==> config.mk <==
export PLATFORM = sky130hd
export DESIGN_NAME = iep_ctrl
export DESIGN_NICKNAME = d
export VERILOG_FILES = /design/src/iep_pkg.sv /design/src/iep_ctrl.sv
export SDC_FILE = /design/constraint.sdc
export NUM_CORES = 1
export LEC_CHECK = 0
export ABC_AREA = 1
export BUFFER_PORTS_ARGS = -buffer_cell sky130_fd_sc_hd__buf_2
export CAP_MARGIN = 0
export CORE_ASPECT_RATIO = 0.8
export CORE_MARGIN = 2
export CORE_UTILIZATION = 45
export DETAILED_ROUTE_END_ITERATION = 10
export GPL_ROUTABILITY_DRIVEN = 0
export PLACE_DENSITY = 0.69
export SYNTH_ARGS = -nofsm -noshare
export SYNTH_HDL_FRONTEND = slang
export SYNTH_SLANG_ARGS = --single-unit
export TNS_END_PERCENT = 30
==> constraint.sdc <==
create_clock -name aclk -period 21.6 [get_ports aclk]
set_clock_uncertainty 0.1 [all_clocks]
set_input_delay 3.24 -clock aclk [delete_from_list [all_inputs] [get_ports aclk]]
set_output_delay 3.24 -clock aclk [all_outputs]
set_load 0.01 [all_outputs]
==> src/iep_pkg.sv <==
// Package of constants and carrier types for the interrupt enable and priority bank.
package iep_pkg;

  // ************************************************************
  // Bus geometry and answers.
  // ************************************************************
  localparam int unsigned ADDR_W    = 10;     // Byte address width; byte address is four times the index.
  localparam int unsigned DATA_W    = 32;     // Data width of the register bus.
  localparam logic [1:0]  RESP_OKAY = 2'h0;   // Normal answer.
  localparam logic [1:0]  RESP_SLV  = 2'h2;   // Answer to an unmapped address.

  // ************************************************************
  // Register indices (byte address is index times four).
  // ************************************************************
  localparam logic [7:0] IDX_EN_BASIC = 8'ha8;  // Basic enable register.
  localparam logic [7:0] IDX_PH_BASIC = 8'hb7;  // Basic high priority register.
  localparam logic [7:0] IDX_PL_BASIC = 8'hb8;  // Basic low priority register.
  localparam logic [7:0] IDX_EN_EXT   = 8'he8;  // Extended enable register.
  localparam logic [7:0] IDX_PH_EXT   = 8'hf7;  // Extended high priority register.
  localparam logic [7:0] IDX_PL_EXT   = 8'hff;  // Extended low priority register.
  localparam logic [7:0] IDX_STATUS   = 8'h80;  // Read-only status of the controller.

  // ************************************************************
  // Reset values and writable masks.
  // ************************************************************
  localparam logic [7:0] REG_RESET   = 8'h00;   // Every register clears to zero.
  localparam logic [7:0] EN_EXT_MASK = 8'hf7;   // Bit 3 of extended enable is reserved.
  localparam logic [7:0] PR_EXT_MASK = 8'hf3;   // Bits 3:2 of extended priority are reserved.

  // ************************************************************
  // Field positions in the basic registers.
  // ************************************************************
  localparam int unsigned B_GLOBAL = 7;  // Global gate in the enable register.
  localparam int unsigned B_CAPT   = 7;  // Capture priority in the basic priority registers.
  localparam int unsigned B_ADC    = 6;
  localparam int unsigned B_BOD    = 5;
  localparam int unsigned B_UART   = 4;
  localparam int unsigned B_T1     = 3;
  localparam int unsigned B_X1     = 2;
  localparam int unsigned B_T0     = 1;
  localparam int unsigned B_X0     = 0;

  // ************************************************************
  // Field positions in the extended registers.
  // ************************************************************
  localparam int unsigned E_T2   = 7;
  localparam int unsigned E_SPI  = 6;
  localparam int unsigned E_BRK  = 5;
  localparam int unsigned E_WDT  = 4;
  localparam int unsigned E_CAPT = 2;
  localparam int unsigned E_KEY  = 1;
  localparam int unsigned E_I2C  = 0;

  // ************************************************************
  // Polling rank of each source, zero polled first.
  // ************************************************************
  localparam int unsigned N_SRC = 14;
  localparam logic [3:0] R_X0 = 4'h0, R_BOD = 4'h1, R_WDT = 4'h2, R_T0 = 4'h3, R_I2C = 4'h4;
  localparam logic [3:0] R_ADC = 4'h5, R_X1 = 4'h6, R_KEY = 4'h7, R_T1 = 4'h8, R_UART = 4'h9;
  localparam logic [3:0] R_BRK = 4'ha, R_SPI = 4'hb, R_T2 = 4'hc, R_CAPT = 4'hd;

  // Request flags from the peripherals, all on the core clock.
  typedef struct packed {
    logic capture;
    logic timer2;
    logic spi;
    logic brake;
    logic uart_rx_done_flag;
    logic uart_tx_done_flag;
    logic timer1_overflow_flag;
    logic keypad;
    logic adc;
    logic i2c;
    logic timer0_overflow_flag;
    logic watchdog;
    logic brownout;
  } iep_src_t;

  // Request offered to the core's vectoring logic.
  typedef struct packed {
    logic       req;    // A source may be vectored now.
    logic [3:0] id;     // Polling rank of the chosen source.
    logic [1:0] level;  // Priority level of the chosen source.
  } iep_out_t;

endpackage : iep_pkg

==> src/iep_ctrl.sv <==
// Interrupt enable and priority register bank with request selection.
//
// Local design decision: register access over AXI4-Lite.
`timescale 1ns/1ps

// What this block does
// - Global gate bit 7 blocks every source.
// - With gate set, each source needs own enable.
// - UART enable covers transmit and receive flags.
// - Timer 1 enable passes timer 1 overflow.
// - External pin 1 enable passes pin 1.
// - Timer 0 enable passes timer 0 overflow.
// - External pin 0 enable passes pin 0.
// - Basic bits 6, 5 enable ADC, brown-out.
// - Extended bit 7 enables timer 2.
// - Extended bit 6 enables SPI.
// - Extended bit 5 enables brake interrupt.
// - Extended bit 4 watchdog; bit 3 reserved.
// - Extended bit 2 enables capture.
// - Extended bits 1, 0 keypad and I2C.
// - Basic source priority bits share its position.
// - Basic bit 7 priority belongs to capture.
// - Extended priority bits per source; 3:2 reserved.
// - All six registers reset to zero.
// - Both bits set level 3; high only level 2.
// - Only strictly higher level preempts service.
// - Equal levels resolved by fixed polling order.
module iep_ctrl (
  input  wire logic                      aclk,           // Core clock, 200 MHz.
  input  wire logic                      aresetn,        // Synchronous reset, active low.
  input  wire logic [iep_pkg::ADDR_W-1:0] awaddr,        // Write address.
  input  wire logic [2:0]                awprot,         // Write protection, unused.
  input  wire logic                      awvalid,        // Write address valid.
  output logic                           awready,        // Write address ready.
  input  wire logic [iep_pkg::DATA_W-1:0] wdata,         // Write data.
  input  wire logic [3:0]                wstrb,          // Write byte strobes.
  input  wire logic                      wvalid,         // Write data valid.
  output logic                           wready,         // Write data ready.
  output logic [1:0]                     bresp,          // Write answer.
  output logic                           bvalid,         // Write answer valid.
  input  wire logic                      bready,         // Write answer ready.
  input  wire logic [iep_pkg::ADDR_W-1:0] araddr,        // Read address.
  input  wire logic [2:0]                arprot,         // Read protection, unused.
  input  wire logic                      arvalid,        // Read address valid.
  output logic                           arready,        // Read address ready.
  output logic [iep_pkg::DATA_W-1:0]     rdata,          // Read data.
  output logic [1:0]                     rresp,          // Read answer.
  output logic                           rvalid,         // Read data valid.
  input  wire logic                      rready,         // Read data ready.
  input  iep_pkg::iep_src_t              src,            // Peripheral request flags.
  input  wire logic                      ext_irq_pin0_n, // External pin 0, active low, asynchronous.
  input  wire logic                      ext_irq_pin1_n, // External pin 1, active low, asynchronous.
  input  wire logic                      irq_take,       // Pulse: core vectors the offered request.
  input  wire logic                      irq_done,       // Pulse: core returns from a service routine.
  output iep_pkg::iep_out_t              irq_out         // Request offered to the core.
);
  import iep_pkg::*;

  // ************************************************************
  // Helper functions.
  // ************************************************************

  // Turns a high and low priority bit into a level.
  function automatic logic [1:0] prio_code(input logic hi, input logic lo);
    prio_code = {hi, lo};
  endfunction : prio_code

  // Index of the highest level held in the in-service mask.
  function automatic logic [1:0] top_level(input logic [3:0] act);
    logic [1:0] t;
    t = 2'h0;
    for (int i = 0; i < 4; i++) begin
      if (act[i]) begin
        t = i[1:0];
      end
    end
    top_level = t;
  endfunction : top_level

  // Picks the eligible source of highest level; ties go to the lowest rank.
  function automatic logic [3:0] pick(input logic [N_SRC-1:0] el, input logic [2*N_SRC-1:0] lv);
    logic [3:0] w;
    logic [1:0] b;
    logic       f;
    w = 4'h0;
    b = 2'h0;
    f = 1'b0;
    for (int i = 0; i < N_SRC; i++) begin
      if (el[i] && (!f || lv[2*i +: 2] > b)) begin
        w = i[3:0];
        b = lv[2*i +: 2];
        f = 1'b1;
      end
    end
    pick = w;
  endfunction : pick

  // Converts a byte address to a register index.
  function automatic logic [7:0] index_of(input logic [ADDR_W-1:0] a);
    index_of = a[ADDR_W-1:2];
  endfunction : index_of

  // ************************************************************
  // Registers and state.
  // ************************************************************
  logic [7:0]         en_b_q, ph_b_q, pl_b_q;   // Basic enable and priority registers.
  logic [7:0]         en_e_q, ph_e_q, pl_e_q;   // Extended enable and priority registers.
  logic [1:0]         pin0_s_q, pin1_s_q;       // Two-stage synchronisers for the pins.
  logic [3:0]         svc_q;                    // One bit per level currently in service.
  iep_out_t           out_q;                    // Registered request to the core.
  logic               aw_got_q, w_got_q;        // Address or data already taken.
  logic [ADDR_W-1:0]  aw_q;                     // Held write address.
  logic [DATA_W-1:0]  w_q;                      // Held write data.
  logic [3:0]         ws_q;                     // Held write strobes.
  logic               awr_q, wr_q, bv_q, arr_q, rv_q;  // Handshake flip-flops.
  logic [1:0]         br_q, rr_q;               // Answer codes.
  logic [DATA_W-1:0]  rd_q;                     // Read data.
  logic [N_SRC-1:0]   en_vec, req_vec, elig;    // Per-source enable, request and eligibility.
  logic [2*N_SRC-1:0] lvl;                      // Per-source priority level.
  logic [3:0]         win;                      // Selected source.
  logic [1:0]         svc_top;                  // Level of the innermost service.
  logic               win_ok;                   // Selected source may preempt.

  // ************************************************************
  // Source mapping.
  // ************************************************************

  // Builds the enable, request and level of every source in polling order.
  always_comb begin
    en_vec          = '0;
    en_vec[R_X0]    = en_b_q[B_X0];
    en_vec[R_BOD]   = en_b_q[B_BOD];
    en_vec[R_WDT]   = en_e_q[E_WDT];
    en_vec[R_T0]    = en_b_q[B_T0];
    en_vec[R_I2C]   = en_e_q[E_I2C];
    en_vec[R_ADC]   = en_b_q[B_ADC];
    en_vec[R_X1]    = en_b_q[B_X1];
    en_vec[R_KEY]   = en_e_q[E_KEY];
    en_vec[R_T1]    = en_b_q[B_T1];
    en_vec[R_UART]  = en_b_q[B_UART];
    en_vec[R_BRK]   = en_e_q[E_BRK];
    en_vec[R_SPI]   = en_e_q[E_SPI];
    en_vec[R_T2]    = en_e_q[E_T2];
    en_vec[R_CAPT]  = en_e_q[E_CAPT];
    req_vec         = '0;
    req_vec[R_X0]   = ~pin0_s_q[1];    // Low level on the pin requests.
    req_vec[R_BOD]  = src.brownout;
    req_vec[R_WDT]  = src.watchdog;
    req_vec[R_T0]   = src.timer0_overflow_flag;
    req_vec[R_I2C]  = src.i2c;
    req_vec[R_ADC]  = src.adc;
    req_vec[R_X1]   = ~pin1_s_q[1];
    req_vec[R_KEY]  = src.keypad;
    req_vec[R_T1]   = src.timer1_overflow_flag;
    req_vec[R_UART] = src.uart_tx_done_flag | src.uart_rx_done_flag;
    req_vec[R_BRK]  = src.brake;
    req_vec[R_SPI]  = src.spi;
    req_vec[R_T2]   = src.timer2;
    req_vec[R_CAPT] = src.capture;
    lvl                   = '0;
    lvl[2*R_X0 +: 2]      = prio_code(ph_b_q[B_X0], pl_b_q[B_X0]);
    lvl[2*R_BOD +: 2]     = prio_code(ph_b_q[B_BOD], pl_b_q[B_BOD]);
    lvl[2*R_WDT +: 2]     = prio_code(ph_e_q[E_WDT], pl_e_q[E_WDT]);
    lvl[2*R_T0 +: 2]      = prio_code(ph_b_q[B_T0], pl_b_q[B_T0]);
    lvl[2*R_I2C +: 2]     = prio_code(ph_e_q[E_I2C], pl_e_q[E_I2C]);
    lvl[2*R_ADC +: 2]     = prio_code(ph_b_q[B_ADC], pl_b_q[B_ADC]);
    lvl[2*R_X1 +: 2]      = prio_code(ph_b_q[B_X1], pl_b_q[B_X1]);
    lvl[2*R_KEY +: 2]     = prio_code(ph_e_q[E_KEY], pl_e_q[E_KEY]);
    lvl[2*R_T1 +: 2]      = prio_code(ph_b_q[B_T1], pl_b_q[B_T1]);
    lvl[2*R_UART +: 2]    = prio_code(ph_b_q[B_UART], pl_b_q[B_UART]);
    lvl[2*R_BRK +: 2]     = prio_code(ph_e_q[E_BRK], pl_e_q[E_BRK]);
    lvl[2*R_SPI +: 2]     = prio_code(ph_e_q[E_SPI], pl_e_q[E_SPI]);
    lvl[2*R_T2 +: 2]      = prio_code(ph_e_q[E_T2], pl_e_q[E_T2]);
    lvl[2*R_CAPT +: 2]    = prio_code(ph_b_q[B_CAPT], pl_b_q[B_CAPT]);
    elig    = req_vec & en_vec & {N_SRC{en_b_q[B_GLOBAL]}};
    win     = pick(elig, lvl);
    svc_top = top_level(svc_q);
    win_ok  = (|elig) && (svc_q == 4'h0 || lvl[2*win +: 2] > svc_top);
  end

  // ************************************************************
  // Pin synchronisers and request output.
  // ************************************************************

  // Brings the asynchronous pins onto the core clock; idle level is high.
  always_ff @(posedge aclk) begin
    if (!aresetn) begin
      pin0_s_q <= 2'h3;
      pin1_s_q <= 2'h3;
    end else begin
      pin0_s_q <= {pin0_s_q[0], ext_irq_pin0_n};
      pin1_s_q <= {pin1_s_q[0], ext_irq_pin1_n};
    end
  end

  // Registers the chosen request so that the core sees glitch-free outputs.
  always_ff @(posedge aclk) begin
    if (!aresetn) begin
      out_q <= '0;
    end else begin
      out_q.req   <= win_ok;
      out_q.id    <= win;
      out_q.level <= lvl[2*win +: 2];
    end
  end

  // Tracks the levels in service; a return closes the innermost one first.
  always_ff @(posedge aclk) begin
    if (!aresetn) begin
      svc_q <= 4'h0;
    end else begin
      svc_q <= (irq_done ? (svc_q & ~(4'h1 << svc_top)) : svc_q)
             | (irq_take ? (4'h1 << out_q.level) : 4'h0);
    end
  end

  // ************************************************************
  // Register bus: write path.
  // ************************************************************
  logic              aw_take, w_take, commit;  // Handshakes and the write commit.
  logic [ADDR_W-1:0] wa;                       // Address of the committed write.
  logic [DATA_W-1:0] wd;                       // Data of the committed write.
  logic [3:0]        wsb;                      // Strobes of the committed write.
  logic              wmap;                     // Committed address is mapped.
  logic [7:0]        wi;                       // Committed register index.

  // Joins address and data, whichever arrives first.
  always_comb begin
    aw_take = awvalid & awr_q;
    w_take  = wvalid & wr_q;
    commit  = (aw_got_q | aw_take) & (w_got_q | w_take);
    wa      = aw_got_q ? aw_q : awaddr;
    wd      = w_got_q ? w_q : wdata;
    wsb     = w_got_q ? ws_q : wstrb;
    wi      = index_of(wa);
    wmap    = (wi == IDX_EN_BASIC) || (wi == IDX_PH_BASIC) || (wi == IDX_PL_BASIC)
           || (wi == IDX_EN_EXT) || (wi == IDX_PH_EXT) || (wi == IDX_PL_EXT);
  end

  // Holds the write channels and drives the write answer.
  always_ff @(posedge aclk) begin
    if (!aresetn) begin
      aw_got_q <= 1'b0;
      w_got_q  <= 1'b0;
      aw_q     <= '0;
      w_q      <= '0;
      ws_q     <= 4'h0;
      awr_q    <= 1'b0;
      wr_q     <= 1'b0;
      bv_q     <= 1'b0;
      br_q     <= RESP_OKAY;
    end else begin
      aw_got_q <= (aw_got_q | aw_take) & ~commit;
      w_got_q  <= (w_got_q | w_take) & ~commit;
      if (aw_take) begin
        aw_q <= awaddr;
      end
      if (w_take) begin
        w_q  <= wdata;
        ws_q <= wstrb;
      end
      awr_q <= ~((aw_got_q | aw_take) | commit | (bv_q & ~bready));
      wr_q  <= ~((w_got_q | w_take) | commit | (bv_q & ~bready));
      if (commit) begin
        bv_q <= 1'b1;
        br_q <= wmap ? RESP_OKAY : RESP_SLV;
      end else if (bready) begin
        bv_q <= 1'b0;
      end
    end
  end

  // Stores software writes; only byte lane 0 carries register data.
  always_ff @(posedge aclk) begin
    if (!aresetn) begin
      en_b_q <= REG_RESET;
      ph_b_q <= REG_RESET;
      pl_b_q <= REG_RESET;
      en_e_q <= REG_RESET;
      ph_e_q <= REG_RESET;
      pl_e_q <= REG_RESET;
    end else if (commit && wsb[0]) begin
      if (wi == IDX_EN_BASIC) begin
        en_b_q <= wd[7:0];
      end
      if (wi == IDX_PH_BASIC) begin
        ph_b_q <= wd[7:0];
      end
      if (wi == IDX_PL_BASIC) begin
        pl_b_q <= wd[7:0];
      end
      if (wi == IDX_EN_EXT) begin
        en_e_q <= wd[7:0] & EN_EXT_MASK;
      end
      if (wi == IDX_PH_EXT) begin
        ph_e_q <= wd[7:0] & PR_EXT_MASK;
      end
      if (wi == IDX_PL_EXT) begin
        pl_e_q <= wd[7:0] & PR_EXT_MASK;
      end
    end
  end

  // ************************************************************
  // Register bus: read path.
  // ************************************************************
  logic       ar_take;  // Read address accepted.
  logic [7:0] ri;       // Read register index.

  // Answers a read one cycle after the address is taken.
  always_ff @(posedge aclk) begin
    if (!aresetn) begin
      arr_q <= 1'b0;
      rv_q  <= 1'b0;
      rd_q  <= '0;
      rr_q  <= RESP_OKAY;
    end else begin
      arr_q <= ~(ar_take | (rv_q & ~rready));
      if (ar_take) begin
        rv_q <= 1'b1;
        rr_q <= RESP_OKAY;
        case (ri)
          IDX_EN_BASIC: rd_q <= {24'h0, en_b_q};
          IDX_PH_BASIC: rd_q <= {24'h0, ph_b_q};
          IDX_PL_BASIC: rd_q <= {24'h0, pl_b_q};
          IDX_EN_EXT:   rd_q <= {24'h0, en_e_q};
          IDX_PH_EXT:   rd_q <= {24'h0, ph_e_q};
          IDX_PL_EXT:   rd_q <= {24'h0, pl_e_q};
          IDX_STATUS:   rd_q <= {16'h0, out_q.req, 1'b0, out_q.level, out_q.id, svc_q, 4'h0};
          default: begin
            rd_q <= '0;
            rr_q <= RESP_SLV;
          end
        endcase
      end else if (rready) begin
        rv_q <= 1'b0;
      end
    end
  end

  // Read address decode.
  always_comb begin
    ar_take = arvalid & arr_q;
    ri      = index_of(araddr);
  end

  // Drives the ports straight from flip-flops.
  assign awready = awr_q;
  assign wready  = wr_q;
  assign bvalid  = bv_q;
  assign bresp   = br_q;
  assign arready = arr_q;
  assign rvalid  = rv_q;
  assign rdata   = rd_q;
  assign rresp   = rr_q;
  assign irq_out = out_q;

  // ************************************************************
  // Checks.
  // ************************************************************
  logic [N_SRC-1:0]   elig_h_q;  // Eligibility one cycle back.
  logic [2*N_SRC-1:0] lvl_h_q;   // Levels one cycle back.

  // Keeps the inputs of the last selection for the checks.
  always_ff @(posedge aclk) begin
    elig_h_q <= elig;
    lvl_h_q  <= lvl;
  end

  gate_blocks_a: assert property (@(posedge aclk) disable iff (!aresetn)
    !en_b_q[B_GLOBAL] ##1 aresetn |-> !out_q.req) else $error("request while global gate off");
  enable_needed_a: assert property (@(posedge aclk) disable iff (!aresetn)
    $past(aresetn) && out_q.req |-> elig_h_q[out_q.id]) else $error("request from ineligible source");
  uart_gate_a: assert property (@(posedge aclk) disable iff (!aresetn)
    !en_b_q[B_UART] ##1 aresetn |-> !(out_q.req && out_q.id == R_UART)) else $error("uart not gated");
  timer1_gate_a: assert property (@(posedge aclk) disable iff (!aresetn)
    !en_b_q[B_T1] ##1 aresetn |-> !(out_q.req && out_q.id == R_T1)) else $error("timer 1 not gated");
  reset_zero_a: assert property (@(posedge aclk)
    !aresetn |=> ({en_b_q, ph_b_q, pl_b_q, en_e_q, ph_e_q, pl_e_q} == 48'h0)) else $error("registers not cleared");
  level_code_a: assert property (@(posedge aclk) disable iff (!aresetn)
    $past(aresetn) && out_q.req && out_q.id == R_T1 |-> out_q.level == $past({ph_b_q[B_T1], pl_b_q[B_T1]}))
    else $error("wrong level");
  capt_prio_a: assert property (@(posedge aclk) disable iff (!aresetn)
    $past(aresetn) && out_q.req && out_q.id == R_CAPT |-> out_q.level == $past({ph_b_q[7], pl_b_q[7]}))
    else $error("capture priority not from basic bit 7");
  strict_preempt_a: assert property (@(posedge aclk) disable iff (!aresetn)
    $past(aresetn) && out_q.req && $past(svc_q) != 4'h0 |-> out_q.level > $past(svc_top))
    else $error("preemption by equal or lower level");
  rank_order_a: assert property (@(posedge aclk) disable iff (!aresetn)
    $past(aresetn) && out_q.req |-> out_q.id == pick(elig_h_q, lvl_h_q)) else $error("polling order broken");
  reserved_zero_a: assert property (@(posedge aclk) disable iff (!aresetn)
    en_e_q[3] == 1'b0 && ph_e_q[3:2] == 2'h0 && pl_e_q[3:2] == 2'h0) else $error("reserved bit set");

endmodule : iep_ctrl

After elaboration in Yosys (flattened, before gate mapping). Cells that the tools add are included.

Register bits: 120. Input port bits: 86.

$lt $le $gt $ge: 14. Equal/unequal tests: 13. Shifts and indexed selects: 3. Muxes and demuxes: 54. Bitwise operators: 29. Reduce and logical (&&, ||, !) cells: 58.

Operators with widths (count): $pmux W16 S7 (1); $eq A8 B8 Y1 const B (13); $mux W4 (13); $mux W2 (18); $and A14 B14 Y14 (2); $gt A2 B2 Y1 (14); $shiftx A28 B6 Y2 (1); $mux W1 (20); $logic_or A1 B1 Y1 (19); $logic_and A1 B1 Y1 (15); $reduce_or A14 Y1 (1); $logic_not A1 Y1 (13); $reduce_and A2 Y1 (6); $mux W10 (1); $and A1 B1 Y1 (8); $mux W8 (1); $not A1 Y1 (8); $or A1 B1 Y1 (8); $shl A1 B2 Y4 const A (2); $reduce_or A7 Y1 (1); $and A4 B4 Y4 (1); $logic_not A4 Y1 (1); $not A4 Y4 (1); $or A4 B4 Y4 (1); $reduce_bool A2 Y1 (2).

Logic depth before layout (Yosys ltp).
Depth after elaboration: 60. Mapped depth: 119. Mapped depth without buffers: 118.

Worst setup path before layout. Ideal clock, no wire load.

Kind: input -> register. Start: in src[0] (netlist bit). End: reg out_q (netlist bit irq_out[6]). Setup time: 0.128 ns. Arrival time: 16.353 ns. Required time: 21.372 ns. Slack: 5.019 ns. Stages on the path: 99. Buffers on the path: 0. Path through: nand2_1 nor2_2 nand2_1 o21ai_0 ha_1 or2_0 o21ai_1 inv_1 nand2_2 nand2_2 o21ai_0 ha_1 or2_2 o21ai_0 inv_1 nand2_2 nand2_2 o21ai_0 [63 not listed] nand2_1 nand2_1 nand2_1 a21oi_4 inv_2 nand2_1 nor2_1 nor2_1 nand2_1 nand2_1 inv_1 ha_1 inv_1 nor2_1 o21ai_0 o21ai_0 o21ai_0 nor2_1.

Word-level cells in the longest chain between the ends: 56.

RTL lines: start, declared (line iep_ctrl.sv:50) `input iep_pkg::iep_src_t src,`; $and A14 B14 Y14 (*) (2 in a row) (line iep_ctrl.sv:175) `elig = req_vec & en_vec & {N_SRC{en_b_q[B_GLOBAL]}};`; $logic_and A1 B1 Y1 (line iep_ctrl.sv:89) `if (el[i] && (!f || lv[2*i +: 2] > b)) begin`; $mux W2 or $mux W1 (tied branches) (line iep_ctrl.sv:89); $gt A2 B2 Y1 or $logic_not A1 Y1 (tied branches) (line iep_ctrl.sv:89); $logic_or A1 B1 Y1 (line iep_ctrl.sv:89); $logic_and A1 B1 Y1 (line iep_ctrl.sv:89); $mux W2 or $mux W1 (tied branches) (line iep_ctrl.sv:89); $gt A2 B2 Y1 or $logic_not A1 Y1 (tied branches) (line iep_ctrl.sv:89); [39 not listed]; $gt A2 B2 Y1 or $logic_not A1 Y1 (tied branches) (line iep_ctrl.sv:89); $logic_or A1 B1 Y1 (line iep_ctrl.sv:89); $logic_and A1 B1 Y1 (line iep_ctrl.sv:89); $mux W4 (line iep_ctrl.sv:89); $shiftx A28 B6 Y2 (line iep_ctrl.sv:178) `win_ok = (|elig) && (svc_q == 4'h0 || lvl[2*win +: 2] > svc_top);`; $gt A2 B2 Y1 (line iep_ctrl.sv:178); $logic_or A1 B1 Y1 (line iep_ctrl.sv:178); $logic_and A1 B1 Y1 (*) (line iep_ctrl.sv:178); end, declared (line iep_ctrl.sv:110) `iep_out_t out_q;`.

Mark *: on every way between the ends. The rest lies on a longest branch, timed or not. A chain may end at the register's enable or synchronous reset.

Worst setup path after layout. Ends and elaborated chain as after synthesis.

==> results.toml <==
[setup_path]
slowest_stage = "nand2_1"
arrival_ps = 18500
cp-start-kind = "input port"
critical_path_class = "input port to flip-flop"
cp_max_fo = 13
required_ps = 21710
cp_common_cell = "o21ai_0"
cpPeakStageDelay_ps = 380
endpoint_kind = "flip-flop"

[global_route]
grt_antenna_before_repair = 0
grtUsageTotal = 0.237
grt_max_degree = 66
gr-total-overflow = 0
grt_pass1_vias = 5296
grt_pass1_wl_um = 26400

[clock_tree]
postCtsSetupBuffers = 0
cts.sinks = 99
cts_made_buffers = 9
clockRootBuffer = "clkbuf_16"
cts_tree = "done"
cts.htree.levels = 3
cts_resized = 0
clock_latency_ps = 350
clkTransAtPathRegs_ps = 70
ctsHoldBuffers = 0
clockBufferDepth = 2

[final_layout]
drive_above_1_share = 0.167
diodes = 0
final_cells = 1115
area_growth_pct = 12.0
final_common_cell = "nand2_1"
final_cell_mix = "nand2_1, o21ai_0, inv_1"
final_util = 0.512
final_nets = 1039

[synth]
async_reset_ff_frac = 0
ys.flop_type = "dfxtp_1"
ys_ff_latch = 99
ys_warn_count = 0
synth_edf_count = 0
ys_types = 38
avgSynthCellArea_um2 = 6.68
syn-cell-area_um2 = 5820
syn_inst = 872
synth_seq_area_share = 0.340

[route]
vias = 5735
firstDrtPassIters = 6
drc = 0
via_per_inst = 5.14
ant_nets = 0
routed_wl_um = 16100
wl_per_cell_um = 14.4
drtIter0Drc = 523

[power_and_ir_drop]
power_leakage_nw = 2.84
p_per_area_nw_per_um2 = 57.8
report.power.total_uw = 377
max-vdd-ir-drop_uv = 50.1

[sta]
worst_pin_slew_ps = 998
fin_setup_tns_ps = 0
rsz0062_at_grt = "false"
whs_ps = 317
drv_slew = 0
period_share = 0.851
report.final.hold_viol_count = 0
period_needed_ps = 18390
max_freq_mhz = 54.4
setup_viol = 0
relSlewSlack = 0.335

[outcome]
outcome = "completed"

[floorplan]
rows = 37
io_pins = 134
initial_core_util = 0.457
die_h_um = 106
die_w_um = 131
core_area_um2 = 12700
dieArea_um2 = 13900

[place]
dp_cells = 1099
port_buffers = 77
hpwl_um = 12200

[run]
timing.max_cap.violations = 0

[hold_path]
hold_path.class = "flip-flop to flip-flop"
-- cell type report --
type                            instances  area, um^2
Timing Repair Buffer                   78         393
Clock inverter                          6        48.8
Multi-Input combinational cell        639        3240
Fill cell                            1310        6210
Sequential cell                        99        1980
Clock buffer                           10         229
Tap cell                              175         219
Inverter                              108         408
-- critical path, delay by kind of cell --
| kind | cells | cell delay [ps] |
|---|---|---|
| AO/OA/AOI/OAI | 29 | 5540 |
| adder cells (fa/ha/maj) | 13 | 3690 |
| buffers and inverters | 11 | 800 |
| AND/OR/NAND/NOR | 46 | 5210 |
-- registers in the layout, summed over array words and instances, names as in the netlist, 2 cells and up --
register / flops
aw_q: 8
en_b_q: 8
en_e_q: 7
irq_out: 7
ph_b_q: 8
ph_e_q: 6
pin0_s_q: 2
pin1_s_q: 2
pl_b_q: 8
pl_e_q: 6
rdata: 15
svc_q: 4
w_q: 8
-- metal layers --
layer | share of wire | vias up | global-route usage
li1 | - | 2960 | -
met1 | 0.50 | 2511 | 0.347
met2 | 0.40 | 232 | 0.358
met3 | 0.083 | 32 | 0.0438
met4 | 0.018 | 0 | 0.0629
met5 | 0 | - | 0
-- through the flow --
step           instance area (um^2)  setup WS [ps]
2_1_floorplan                  5890           5020
3_3_place_gp                   6240           2950
6_report                       6520           3210
3_5_place_dp                   6240           2910
4_1_cts                        6520           3200
5_1_grt                        6520           1210
-- power breakdown --
part	total [mW]	internal (mW)	switching (mW)
registers	0.191	0.188	0.00312
clock network	0.154	0.0794	0.0741
logic	0.0331	0.0110	0.0221
total	0.377	0.278	0.0993
-- path summary, 6_finish.rpt --
kind,cells after the start,endpoint,from,slack [ps]
worst max-delay path,99,irq_out[6]$_SDFF_PN0_,src[0],3210
worst min-delay path,1,pin1_s_q[1]$_SDFF_PN1_,pin1_s_q[0]$_SDFF_PN1_,320
worst max register to register,106,irq_out[6]$_SDFF_PN0_,en_b_q[7]$_SDFFE_PN0P_,4810
worst min register to register,1,pin1_s_q[1]$_SDFF_PN1_,pin1_s_q[0]$_SDFF_PN1_,320
-- cells in the mapped netlist (all sizes together) (3+ instances only) --
cell type	n	area (um^2)
nand2	196	843
o21ai	109	546
inv	106	400
dfxtp	99	1980
nor2	89	339
a21oi	67	347
nand3	66	380
buf	24	184
nor3	21	105
clkbuf	20	75.1
ha	18	225
o22ai	14	87.6
or2	14	87.6
mux2i	4	40.0
nand4	4	25.0
o2111ai	4	35.0
a221oi	3	26.3
-- logic make-up (layout without fill, tap and decap cells) --
| kind of cell | Yosys count | after routing | share of synthesized area |
|---|---|---|---|
| compound gates | 205 | 205 | 0.190 |
| fa+ha+maj | 18 | 18 | 0.0387 |
| buf+inv | 152 | 202 | 0.115 |
| flops | 99 | 99 | 0.340 |
| mux | 4 | 4 | 0.00687 |
| other cells | 1 | 19 | 0.000644 |
| simple gates | 393 | 393 | 0.309 |
(Power assumes the default switching activity.)
